`config.mk`:
```
export PLATFORM = sky130hd
export DESIGN_NAME = nvmac_access_ctrl
export DESIGN_NICKNAME = d
export VERILOG_FILES = /design/src/core/nvmac_pkg.sv /design/src/core/nvmac_write_timer.sv /design/src/core/nvmac_access_ctrl.sv
export VERILOG_INCLUDE_DIRS = /design/src /design/src/core
export SDC_FILE = /design/constraint.sdc
export NUM_CORES = 1
export LEC_CHECK = 0
export ABC_CLOCK_PERIOD_IN_PS = 2850
export BUFFER_PORTS_ARGS = -buffer_cell sky130_fd_sc_hd__buf_2
export CORE_MARGIN = 1.5
export CORE_UTILIZATION = 55
export DETAILED_ROUTE_END_ITERATION = 8
export PLACE_DENSITY_LB_ADDON = 0.08
export SYNTH_ARGS = -nofsm -noshare
export SYNTH_HDL_FRONTEND = slang
export SYNTH_HIERARCHICAL = 1
export SYNTH_SLANG_ARGS = --single-unit
```
`constraint.sdc`:
```
create_clock -name sys_clk -period 2.85 [get_ports sys_clk]
set_clock_uncertainty 0.2 [all_clocks]
set_input_delay 0.855 -clock sys_clk [delete_from_list [all_inputs] [get_ports sys_clk]]
set_output_delay 0.855 -clock sys_clk [all_outputs]
set_load 0.02 [all_outputs]
```
`src/core/nvmac_params.svh`:
```
// Constants for the nonvolatile memory access control block.
// Assumes a 9-bit special function register address and a 50 MHz core clock.
`ifndef NVMAC_PARAMS_SVH
`define NVMAC_PARAMS_SVH

// ----------------------------------------------------------------------
// Register offsets
// ----------------------------------------------------------------------
`define NVMAC_OFF_DATA_LOW   9'h10C
`define NVMAC_OFF_ADDR_LOW   9'h10D
`define NVMAC_OFF_DATA_HIGH  9'h10E
`define NVMAC_OFF_ADDR_HIGH  9'h10F
`define NVMAC_OFF_CTRL       9'h18C
`define NVMAC_OFF_KEY        9'h18D
`define NVMAC_OFF_FLAG_ONE   9'h00C

// ----------------------------------------------------------------------
// Field positions and reset values
// ----------------------------------------------------------------------
`define NVMAC_CTRL_RD        0
`define NVMAC_CTRL_WR        1
`define NVMAC_CTRL_PERMIT    2
`define NVMAC_CTRL_ABORT     3
`define NVMAC_CTRL_SPACE     7
`define NVMAC_FLAG_DONE      7
`define NVMAC_CTRL_RESET     8'h00
`define NVMAC_KEY_FIRST      8'h3C
`define NVMAC_KEY_SECOND     8'hC3

// ----------------------------------------------------------------------
// Timing
// ----------------------------------------------------------------------
`define NVMAC_CLK_MHZ        50
`define NVMAC_ERASE_TIME_US  2000
`define NVMAC_PROG_TIME_US   2000
`define NVMAC_TMR_W          24
`define NVMAC_PF_WORDS       8192

`endif

```
`src/core/nvmac_pkg.sv`:
```
// Types for the nonvolatile memory access control block.
// Assumes nvmac_params.svh is on the include path.
`include "nvmac_params.svh"

package nvmac_pkg;

    // ------------------------------------------------------------------
    // Register select and timer phase
    // ------------------------------------------------------------------
    typedef enum logic [2:0] {
        NVMAC_REG_NONE,
        NVMAC_REG_DATA_LOW,
        NVMAC_REG_DATA_HIGH,
        NVMAC_REG_ADDR_LOW,
        NVMAC_REG_ADDR_HIGH,
        NVMAC_REG_CTRL,
        NVMAC_REG_KEY,
        NVMAC_REG_FLAG_ONE
    } nvmac_reg_t;

    typedef enum logic [1:0] {
        NVMAC_PH_IDLE,
        NVMAC_PH_ERASE,
        NVMAC_PH_PROG
    } nvmac_phase_t;

    // ------------------------------------------------------------------
    // State records
    // ------------------------------------------------------------------
    typedef struct packed {
        nvmac_phase_t                phase;
        logic [`NVMAC_TMR_W-1:0]     cnt;
        logic                        erase_en;
        logic                        prog_en;
        logic                        done;
    } nvmac_tmr_t;

    typedef struct packed {
        logic        space;
        logic        permit;
        logic        abort;
        logic        rd;
        logic        wr;
        logic        done_flag;
        logic [1:0]  key_stage;
        logic        first;
        logic        ee_rd;
        logic        pf_rd;
        logic        cap;
        logic        cap_pf;
        logic        cap_pgm;
        logic        tmr_start;
        logic [12:0] arr_addr;
        logic [7:0]  wdata;
        logic [7:0]  rdata;
        logic [2:0]  sync_cp;
        logic [2:0]  sync_req;
        logic        cp;
        logic        req;
        logic        req_q;
        logic        pgm_pend;
        logic [13:0] pgm_rdata;
        logic        pgm_valid;
        logic        pgm_denied;
    } nvmac_ctrl_t;

    // Survives warm resets so an interrupted write can be retried
    typedef struct packed {
        logic [7:0] data_low;
        logic [5:0] data_high;
        logic [7:0] addr_low;
        logic [4:0] addr_high;
        logic       in_flight;
    } nvmac_keep_t;

endpackage

```
`src/core/nvmac_write_timer.sv`:
```
// Self-timed erase-then-program sequencer for one data byte write.
// Assumes start is a one-cycle pulse given only while the sequencer is idle.
`timescale 1ns/1ps
`include "nvmac_params.svh"

module nvmac_write_timer #(
    parameter int unsigned ERASE_CYC = 100000,
    parameter int unsigned PROG_CYC  = 100000
) (
    // Clock and reset
    input  wire logic sys_clk,
    input  wire logic rst_n,
    // Control
    input  wire logic start,
    // Array strobes
    output logic      erase_en,
    output logic      prog_en,
    output logic      done
);

    // ------------------------------------------------------------------
    // Elaboration checks
    // ------------------------------------------------------------------
    if (ERASE_CYC == 0 || PROG_CYC == 0 ||
        ERASE_CYC > (1 << `NVMAC_TMR_W) || PROG_CYC > (1 << `NVMAC_TMR_W)) begin : g_bad
        $error("write timer counts out of range");
    end

    nvmac_pkg::nvmac_tmr_t st;
    nvmac_pkg::nvmac_tmr_t next_st;

    // Erase always precedes program; software has no way to skip it
    always_comb begin
        next_st      = st;
        next_st.done = 1'b0;
        case (st.phase)
            nvmac_pkg::NVMAC_PH_IDLE: begin
                if (start) begin
                    next_st.phase    = nvmac_pkg::NVMAC_PH_ERASE;
                    next_st.cnt      = `NVMAC_TMR_W'(ERASE_CYC - 1);
                    next_st.erase_en = 1'b1;
                end
            end
            nvmac_pkg::NVMAC_PH_ERASE: begin
                if (st.cnt == '0) begin
                    next_st.phase    = nvmac_pkg::NVMAC_PH_PROG;
                    next_st.cnt      = `NVMAC_TMR_W'(PROG_CYC - 1);
                    next_st.erase_en = 1'b0;
                    next_st.prog_en  = 1'b1;
                end else begin
                    next_st.cnt = st.cnt - 1'b1;
                end
            end
            nvmac_pkg::NVMAC_PH_PROG: begin
                if (st.cnt == '0) begin
                    next_st.phase   = nvmac_pkg::NVMAC_PH_IDLE;
                    next_st.prog_en = 1'b0;
                    next_st.done    = 1'b1;
                end else begin
                    next_st.cnt = st.cnt - 1'b1;
                end
            end
            default: next_st = '0;
        endcase
    end

    // State register; a reset mid-write drops the array strobes at once
    always_ff @(posedge sys_clk or negedge rst_n) begin
        if (!rst_n) begin
            st <= '0;
        end else begin
            st <= next_st;
        end
    end

    assign erase_en = st.erase_en;
    assign prog_en  = st.prog_en;
    assign done     = st.done;

endmodule

```
`src/core/nvmac_access_ctrl.sv`:
```
// Register front end for the data EEPROM and program flash arrays.
// Assumes arrays answer a read strobe with data one clock later, and that
// the reset controller holds its cause levels stable across reset release.
`timescale 1ns/1ps
`include "nvmac_params.svh"

// What this block does
// - Data bytes use data-low and address-low registers, addresses 0h to 0FFh.
// - Program reads join data into 14 bits and address into 13 bits.
// - Program memory reads one word at a time, 4k or 8k words.
// - Each data byte write erases the location, then programs it.
// - An internal timer sets write duration; hardware signals completion.
// - Code protection blocks the external programmer, never the processor.
// - Space select resets to data; program space allows reads only.
// - Read and write start bits are set-only; hardware clears them.
// - Data writes need the write permit bit, cleared at power-up.
// - Pin or watchdog reset during a write sets abort, keeps data.
// - Write completion sets flag bit 7; software clears it.
// - Key register stores nothing, reads zero, serves the write sequence.
module nvmac_access_ctrl #(
    parameter int unsigned PF_WORDS  = `NVMAC_PF_WORDS,
    parameter int unsigned ERASE_CYC = `NVMAC_ERASE_TIME_US * `NVMAC_CLK_MHZ,
    parameter int unsigned PROG_CYC  = `NVMAC_PROG_TIME_US * `NVMAC_CLK_MHZ
) (
    // Clock and reset
    input  wire logic        sys_clk,
    input  wire logic        rst_n,
    // Reset cause from the reset controller
    input  wire logic        power_on_cause,
    input  wire logic        warm_reset_cause,
    // Special function register port
    input  wire logic [8:0]  sfr_addr,
    input  wire logic        sfr_wr,
    input  wire logic        sfr_rd,
    input  wire logic [7:0]  sfr_wdata,
    output logic      [7:0]  sfr_rdata,
    output logic             write_done_flag,
    // Data EEPROM array
    output logic      [7:0]  ee_addr,
    output logic      [7:0]  ee_wdata,
    output logic             ee_rd_en,
    output logic             ee_erase_en,
    output logic             ee_prog_en,
    input  wire logic [7:0]  ee_rdata,
    // Program flash array
    output logic      [12:0] pf_addr,
    output logic             pf_rd_en,
    input  wire logic [13:0] pf_rdata,
    // External programmer pins
    input  wire logic        code_protect,
    input  wire logic        pgm_req,
    input  wire logic        pgm_space,
    input  wire logic [12:0] pgm_addr,
    output logic      [13:0] pgm_rdata,
    output logic             pgm_valid,
    output logic             pgm_denied
);

    // ------------------------------------------------------------------
    // Elaboration checks and derived constants
    // ------------------------------------------------------------------
    if (PF_WORDS != 4096 && PF_WORDS != 8192) begin : g_bad
        $error("program memory must hold 4096 or 8192 words");
    end

    localparam logic [12:0] PF_MASK = 13'(PF_WORDS - 1);

    // Decode shared by the read and write paths
    function automatic nvmac_pkg::nvmac_reg_t reg_sel(input logic [8:0] a);
        case (a)
            `NVMAC_OFF_DATA_LOW:  reg_sel = nvmac_pkg::NVMAC_REG_DATA_LOW;
            `NVMAC_OFF_DATA_HIGH: reg_sel = nvmac_pkg::NVMAC_REG_DATA_HIGH;
            `NVMAC_OFF_ADDR_LOW:  reg_sel = nvmac_pkg::NVMAC_REG_ADDR_LOW;
            `NVMAC_OFF_ADDR_HIGH: reg_sel = nvmac_pkg::NVMAC_REG_ADDR_HIGH;
            `NVMAC_OFF_CTRL:      reg_sel = nvmac_pkg::NVMAC_REG_CTRL;
            `NVMAC_OFF_KEY:       reg_sel = nvmac_pkg::NVMAC_REG_KEY;
            `NVMAC_OFF_FLAG_ONE:  reg_sel = nvmac_pkg::NVMAC_REG_FLAG_ONE;
            default:              reg_sel = nvmac_pkg::NVMAC_REG_NONE;
        endcase
    endfunction

    nvmac_pkg::nvmac_ctrl_t st;
    nvmac_pkg::nvmac_ctrl_t next_st;
    nvmac_pkg::nvmac_keep_t keep;
    nvmac_pkg::nvmac_keep_t next_keep;
    logic                   tmr_done;
    logic                   busy;
    logic [7:0]             ctrl_view;

    // ------------------------------------------------------------------
    // Write sequencer
    // ------------------------------------------------------------------
    nvmac_write_timer #(
        .ERASE_CYC (ERASE_CYC),
        .PROG_CYC  (PROG_CYC)
    ) u_timer (
        .sys_clk   (sys_clk),
        .rst_n     (rst_n),
        .start     (st.tmr_start),
        .erase_en  (ee_erase_en),
        .prog_en   (ee_prog_en),
        .done      (tmr_done)
    );

    // One operation at a time; software starts given while this is high are ignored
    assign busy = st.wr | st.rd | st.ee_rd | st.pf_rd | st.cap;

    // Control register as software sees it
    always_comb begin
        ctrl_view                       = 8'h00;
        ctrl_view[`NVMAC_CTRL_RD]       = st.rd;
        ctrl_view[`NVMAC_CTRL_WR]       = st.wr;
        ctrl_view[`NVMAC_CTRL_PERMIT]   = st.permit;
        ctrl_view[`NVMAC_CTRL_ABORT]    = st.abort;
        ctrl_view[`NVMAC_CTRL_SPACE]    = st.space;
    end

    // ------------------------------------------------------------------
    // Next state
    // ------------------------------------------------------------------
    always_comb begin
        next_st           = st;
        next_keep         = keep;
        next_st.tmr_start = 1'b0;
        next_st.pgm_valid = 1'b0;
        next_st.first     = 1'b0;
        next_st.req_q     = st.req;

        // Pin synchronisers: a change counts once stages two and three agree
        next_st.sync_cp  = {st.sync_cp[1:0], code_protect};
        next_st.sync_req = {st.sync_req[1:0], pgm_req};
        if (st.sync_cp[1] == st.sync_cp[2]) begin
            next_st.cp = st.sync_cp[2];
        end
        if (st.sync_req[1] == st.sync_req[2]) begin
            next_st.req = st.sync_req[2];
        end
        next_st.pgm_denied = st.cp;
        if (st.req && !st.req_q) begin
            next_st.pgm_pend = 1'b1;
        end

        // Register reads; key register has no storage behind it
        if (sfr_rd) begin
            case (reg_sel(sfr_addr))
                nvmac_pkg::NVMAC_REG_DATA_LOW:  next_st.rdata = keep.data_low;
                nvmac_pkg::NVMAC_REG_DATA_HIGH: next_st.rdata = {2'h0, keep.data_high};
                nvmac_pkg::NVMAC_REG_ADDR_LOW:  next_st.rdata = keep.addr_low;
                nvmac_pkg::NVMAC_REG_ADDR_HIGH: next_st.rdata = {3'h0, keep.addr_high};
                nvmac_pkg::NVMAC_REG_CTRL:      next_st.rdata = ctrl_view;
                nvmac_pkg::NVMAC_REG_FLAG_ONE:  next_st.rdata = {st.done_flag, 7'h00};
                default:                        next_st.rdata = 8'h00;
            endcase
        end

        // Register writes; any write other than the second key breaks the unlock
        if (sfr_wr) begin
            next_st.key_stage = 2'd0;
            case (reg_sel(sfr_addr))
                nvmac_pkg::NVMAC_REG_DATA_LOW:
                    if (!busy) next_keep.data_low = sfr_wdata;
                nvmac_pkg::NVMAC_REG_DATA_HIGH:
                    if (!busy) next_keep.data_high = sfr_wdata[5:0];
                nvmac_pkg::NVMAC_REG_ADDR_LOW:
                    if (!busy) next_keep.addr_low = sfr_wdata;
                nvmac_pkg::NVMAC_REG_ADDR_HIGH:
                    if (!busy) next_keep.addr_high = sfr_wdata[4:0];
                nvmac_pkg::NVMAC_REG_KEY: begin
                    if (sfr_wdata == `NVMAC_KEY_FIRST) begin
                        next_st.key_stage = 2'd1;
                    end else if (st.key_stage == 2'd1 && sfr_wdata == `NVMAC_KEY_SECOND) begin
                        next_st.key_stage = 2'd2;
                    end
                end
                nvmac_pkg::NVMAC_REG_CTRL: begin
                    next_st.permit = sfr_wdata[`NVMAC_CTRL_PERMIT];
                    next_st.abort  = sfr_wdata[`NVMAC_CTRL_ABORT];
                    if (!busy) begin
                        next_st.space = sfr_wdata[`NVMAC_CTRL_SPACE];
                        if (sfr_wdata[`NVMAC_CTRL_RD]) begin
                            next_st.rd    = 1'b1;
                            next_st.ee_rd = !sfr_wdata[`NVMAC_CTRL_SPACE];
                            next_st.pf_rd = sfr_wdata[`NVMAC_CTRL_SPACE];
                            next_st.arr_addr = sfr_wdata[`NVMAC_CTRL_SPACE] ?
                                {keep.addr_high, keep.addr_low} & PF_MASK :
                                {5'h00, keep.addr_low};
                        end else if (sfr_wdata[`NVMAC_CTRL_WR] && st.permit &&
                                     st.key_stage == 2'd2 &&
                                     !sfr_wdata[`NVMAC_CTRL_SPACE]) begin
                            next_st.wr        = 1'b1;
                            next_st.tmr_start = 1'b1;
                            next_st.arr_addr  = {5'h00, keep.addr_low};
                            next_st.wdata     = keep.data_low;
                            next_keep.in_flight = 1'b1;
                        end
                    end
                end
                nvmac_pkg::NVMAC_REG_FLAG_ONE:
                    next_st.done_flag = sfr_wdata[`NVMAC_FLAG_DONE];
                default: ;
            endcase
        end

        // Programmer read, served only when the processor is idle
        if (st.pgm_pend && !busy && !sfr_wr) begin
            next_st.pgm_pend = 1'b0;
            if (!st.cp) begin
                next_st.cap_pgm  = 1'b1;
                next_st.ee_rd    = !pgm_space;
                next_st.pf_rd    = pgm_space;
                next_st.arr_addr = pgm_space ? (pgm_addr & PF_MASK) : {5'h00, pgm_addr[7:0]};
            end
        end

        // Read pipeline: strobe, then capture one clock later
        if (st.ee_rd || st.pf_rd) begin
            next_st.ee_rd  = 1'b0;
            next_st.pf_rd  = 1'b0;
            next_st.cap    = 1'b1;
            next_st.cap_pf = st.pf_rd;
        end
        if (st.cap) begin
            next_st.cap = 1'b0;
            if (st.cap_pgm) begin
                next_st.cap_pgm   = 1'b0;
                next_st.pgm_valid = 1'b1;
                next_st.pgm_rdata = st.cap_pf ? pf_rdata : {6'h00, ee_rdata};
            end else begin
                next_st.rd = 1'b0;
                if (st.cap_pf) begin
                    next_keep.data_low  = pf_rdata[7:0];
                    next_keep.data_high = pf_rdata[13:8];
                end else begin
                    next_keep.data_low = ee_rdata;
                end
            end
        end

        // Completion sets the flag even against a software clear
        if (tmr_done) begin
            next_st.wr          = 1'b0;
            next_st.done_flag   = 1'b1;
            next_keep.in_flight = 1'b0;
        end

        // First clock after release: judge an interrupted write
        if (st.first) begin
            if (warm_reset_cause && !power_on_cause && keep.in_flight) begin
                next_st.abort = 1'b1;
            end
            next_keep.in_flight = 1'b0;
            if (power_on_cause) begin
                next_keep = '0;
            end
        end
    end

    // ------------------------------------------------------------------
    // State registers
    // ------------------------------------------------------------------
    // Control state clears on every reset, except first, which reset sets to one
    always_ff @(posedge sys_clk or negedge rst_n) begin
        if (!rst_n) begin
            st       <= '0;
            st.first <= 1'b1;
        end else begin
            st <= next_st;
        end
    end

    // No reset here on purpose: data and address must outlive a warm reset
    always_ff @(posedge sys_clk) begin
        if (rst_n) begin
            keep <= next_keep;
        end
    end

    // ------------------------------------------------------------------
    // Outputs, all straight from flops
    // ------------------------------------------------------------------
    assign sfr_rdata       = st.rdata;
    assign write_done_flag = st.done_flag;
    assign ee_addr         = st.arr_addr[7:0];
    assign ee_wdata        = st.wdata;
    assign ee_rd_en        = st.ee_rd;
    assign pf_addr         = st.arr_addr;
    assign pf_rd_en        = st.pf_rd;
    assign pgm_rdata       = st.pgm_rdata;
    assign pgm_valid       = st.pgm_valid;
    assign pgm_denied      = st.pgm_denied;

endmodule

```
# == After elaboration in Yosys (flattened, before gate mapping) ==
# Cells that the tools add are included.
# op_classes
add_sub_neg,1
mul,0
div,0
magnitude_cmp,0
n_eq_ne,36
n_shift,0
n_mux,76
bitwise_logic,8
reduce_logical,38
# op_table
operator,count
$mux W22,4
$mux W28,3
$pmux W26 S3,1
$mux W13,5
$eq A9 B9 Y1 const B,6
$mux W24,2
$mux W8,6
$pmux W8 S6,1
$mux W14,3
$mux W2,15
$mux W27,1
$logic_not A24 Y1,1
$mux W6,4
$sub A24 B1 Y24 const B,1
$mux W1,22
$eq A3 B3 Y1 const B,7
$pmux W3 S7,1
$eq A3 B2 Y1 const B,4
$reduce_and A3 Y1,4
$reduce_bool A2 Y1,6
$mux W5,2
$reduce_and A5 Y1,2
$eq A9 B4 Y1 const B,1
$logic_and A1 B1 Y1,9
other kinds (21),48
# word_totals
reg_bits,127
latchBits,0
ram_bits,0
mem_bits_ro,0
inputBits,61
out_inout_bits,58
wordCells,195
mem_count,0

# == Logic depth before layout (Yosys ltp) ==
# depth
depth_word,13
mapped_depth,9
ltp_nobuf,7

# == Modules after synthesis ==
# Netlist, hierarchy kept.
# by_module_without_submodules
mod,n_inst,cells_per_inst,area_each_um2,seq_area_each_um2
nvmac_access_ctrl,1,529,5297.6,2593.7
nvmac_write_timer,1,193,1793.0,725.7

# == Worst setup path before layout ==
# Ideal clock, no wire load.
# synth_timing
path_kind,reg-to-reg
from,register u_timer/st[3] (netlist bit)
to,register u_timer/st[7] (netlist bit)
setup_ps,126
arrival_time_ps,2252
required_ps,2524
slack_ps,272
stages_incl_launch_ff,9
path_buffers,1
period_less_slack_ps,2578
path_cell_list,dfrtp_1 inv_1 ha_1 or4b_2 or4_4 buf_6 nor2_4 nor3_1 o311a_1
# synth_via
elab_chain_cells,3
word_cells_on_any_way,7
cone_classes,1 x add/sub; 1 x eq/ne; 3 x mux; 2 x reduce/logical
# synth_lines
item,line_no,source
from (decl),nvmac_write_timer.sv:29,nvmac_pkg::nvmac_tmr_t st;
from (signal assigned),nvmac_write_timer.sv:72,st <= next_st;
$sub A24 B1 Y24 or $logic_not A24 Y1 (tied branches),-,
$mux W24 (tied with other cells),nvmac_write_timer.sv:55,if (st.cnt == '0) begin
$pmux W26 S3 or $reduce_and A2 Y1 (tied branches),-,
# Parallel ways exist; a longest one is shown, timed or not. The select of a mux whose other input is x is not followed.
# A chain may end at the register's enable or synchronous reset.

# == Worst setup path after layout ==
# Ends and elaborated chain as after synthesis.

==> summary.md <==
| Metric | Value |
|---|---|
| DRT iter0 DRCs | 653 |
| Setup_tns | 0 ns |
| Fin nets | 864 |
| Root buf cell | clkbuf_16 |
| Total GRT Usage | 28.7% |
| Critical Path End Type | flip-flop |
| Post_cts resized | 0 |
| Rel. slew slack | 54.0% |
| Post-synth EDFFs | 28 |
| GR Layer Usage met2 | 44.9% |
| Power Dens Cells | 1450 nW/um^2 |
| Initial Util | 56.2% |
| Num CTS Buffers | 17 |
| CP top delay family | simple AND/OR/NAND/NOR gates |
| Gpl congestion | 0.940 |
| I/O pins | 119 |
| Synth cell types | 79 |
| Congestion Overflow GR | 0 |
| Sequential element share of the synthesized area | 46.8% |
| GR peak layer | met2 |
| CTS tree | done |
| Core area | 12600 um^2 |
| Max Transition Viols Final | 0 |
| CTS sink cnt | 127 |
| Pre-Repair DR Iteration Count | 7 |
| Maxcap violations | 0 |
| Die height | 117 um |
| H-tree depth | 4 |
| Syn nets | 785 |
| # port buffers | 118 |
| Die ar. | 13600 um^2 |
| Vias in the first global route | 5576 |
| Setup violators final | 0 |
| Number of diodes | 0 |
| Clock transition at the registers of the reported paths | 0.05 ns |
| Max Root-Sink Buffers | 2 |
| Tcrit/Tclk final | 95.7% |
| M3 GR Usage | 5.03% |
| Post-DP HPWL | 13800 um |
| Yosys top cell by area | dfrtp_1 |
| Synth Flop Type | dfrtp_1 |
| FF+latch count, synth | 127 |
| Met1 Use GR | 40.7% |
| Fin crit period | 2.73 ns |
| Residual DRC count | 0 |
| Status | finished, final reports clean |
| First-pass GRT wire length | 29700 um |
| Worst path bufs/invs | 1 |
| Antenna violations before repair | 0 |
| Row Count | 41 |
| Synth Cell Area | 7090 um^2 |
| Critical path class | flip-flop to flip-flop |
| Post-Layout Cell Count | 986 |
| Via count | 6019 |
| Fillers | 1076 |
| RSZ-0062 raised after global routing | false |
| Mean post-synth cell area | 9.82 um^2 |
| Top post-synthesis cells by area | dfrtp_1, edfxtp_1, buf_4, o21ai_0, nand2_1 |
| P_leak | 3.72 nW |
| Worst path cell trace | inv_1 > ha_1 > or4b_2 > or4_4 > nor2_4 > nor3_1 > o311a_1 |
| Worst skew pair latency | 0.42 ns |
| Cell count after synthesis | 722 |
| Setup slack, reg-to-reg | 0.12 ns |
| DR vias/cell | 6.10 |
| Final hold viol count | 0 |
| Slowest CP cell | or4b_2 |
| CP peak stage delay | 0.63 ns |
| FFs w/ async S/R, synth | 78.0% |
| Area growth, synth to finish | 15.8% |
| Slew @ Worst Pin | 0.691 ns |
| Maximum vdd drop | 0.00237 V |
| Routed Antenna Nets | 0 |
| Drt wl/cell | 19.1 um |
| Post-synth top area share | 34.6% |
| HP Class | flip-flop to flip-flop |
| CP startpoint kind | flip-flop |
| Share of post-route cells with drive strength above 1 | 27.8% |
| Die W | 117 um |
| WL final | 18800 um |
| Pin count of the biggest net entering global routing | 43 |
| Dpl cells | 954 |
| CP arrival | 2.83 ns |
| CP Max Fanout | 9 |
| Syn. warnings | 6 |
| F_max | 367 MHz |
| CP required | 2.95 ns |
[registers in the layout, indices dropped and copies added (netlist names), 5 cells and up]
signal,count
ctrl_view,5
ee_wdata,8
keep,28
next_st,6
pf_addr,13
pgm_rdata,14
sfr_rdata,8
st,11
u_timer/st,26
[worst reg2reg max path, cell delays in order (launching register included)]
cell	delay [ns]
dfrtp_1	0.42
inv_1	0.10
ha_1	0.15
or4b_2	0.63
or4_4	0.53
nor2_4	0.21
nor3_1	0.08
o311a_1	0.29
[power by group]
part | internal [W] | switching (W) | total (W) | leakage [nW]
registers | 0.00234 | 0.000449 | 0.00279 | 1.58
logic | 0.00258 | 0.00437 | 0.00695 | 1.85
clock network | 0.00135 | 0.000787 | 0.00213 | 0.295
[metal layers]
layer / wire length [um] / share of wire (%)
met4: 357 / 1.9
met1: 8370 / 45
met2: 8640 / 46
met5: 0 / 0
met3: 1440 / 7.7
[worst paths after layout]
path / start / end / cells after the start
max: u_timer/st[3] / u_timer/st[7] / 7
max in group asynchronous: rst_n / st[25] / 2
min: next_st[21] / next_st[22] / 0
max reg2reg: u_timer/st[3] / u_timer/st[7] / 7
min in group asynchronous: rst_n / sfr_rdata[0] / 1
min reg2reg: next_st[21] / next_st[22] / 0
[area by class of cell]
cell class                 count  area [um^2]  share of cell area, %
clock buffer                  24          514                   6.26
clock inverter                 8         75.1                  0.914
inverter                      22         82.6                   1.01
multi-input combinational    474         3080                   37.5
sequential                   127         3320                   40.4
tap                          172          215                   2.62
timing repair buffer         159          926                   11.3
[cell usage after synthesis (5+ instances only)]
library cell / instances
dfrtp_1: 98
nand2_1: 57
buf_4: 51
o21ai_0: 50
a21oi_1: 37
nor2_1: 31
clkbuf_1: 30
a31oi_1: 29
edfxtp_1: 28
nand3_1: 24
inv_1: 21
mux2i_1: 16
or3_1: 15
nand4_1: 14
o21ai_1: 12
or4_1: 12
nand2b_1: 11
o31ai_1: 11
a311oi_1: 10
nor4_1: 10
mux2_2: 9
nor3_1: 9
and3_1: 8
xor2_1: 8
buf_2: 7
and2_1: 6
buf_1: 6
a221o_1: 5
buf_6: 5
nor3b_1: 5
o211ai_1: 5
[what timing repair did]
item	CTS	global route
endpoints found under the setup margin	0	3
hold endpoints to repair	0	0
hold buffers	0	0
buffers inserted	0	0
[kinds of logic (layout without fill, tap and decap cells)]
family | count (synthesis) | after routing | share of synthesized area [%]
AOI/OAI and AO/OA | 194 | 194 | 17.6
xor gates and xnor gates | 9 | 9 | 1.11
adders and majority gates | 4 | 4 | 0.635
buffers and inverters | 121 | 213 | 9.76
DFF | 127 | 127 | 46.8
muxes | 26 | 26 | 4.01
other | 1 | 1 | 0.0529
and+or+nand+nor | 240 | 240 | 20.1
[cell usage in the layout, fill, tap and decap left out, drive strengths merged, types with 14 or more instances in the layout]
master	Yosys	layout
inv	21	23
nor2	32	32
nand2	57	57
dfrtp	98	98
buf	69	159
or3	15	15
clkbuf	30	24
mux2i	16	16
nand4	14	14
o21ai	63	63
a21oi	37	37
a31oi	29	29
nand3	25	25
edfxtp	28	28
[metrics by stage]
step | utilization, % | hold slack (ns) | power (W) | setup slack (ns) | instance area, um^2
global placement | 60.4 | 0.134 | 0.00937 | 0.139 | 7620
detailed placement | 60.4 | 0.149 | 0.00965 | 0.0923 | 7620
global route | 65.1 | 0.164 | 0.0126 | 0.00835 | 8210
finish | 65.1 | 0.159 | 0.0119 | 0.122 | 8210
floorplan | - | 0.131 | 0.00803 | 0.272 | 7090
CTS | 65.1 | 0.162 | 0.0118 | 0.120 | 8210
(Power assumes the default switching activity.)
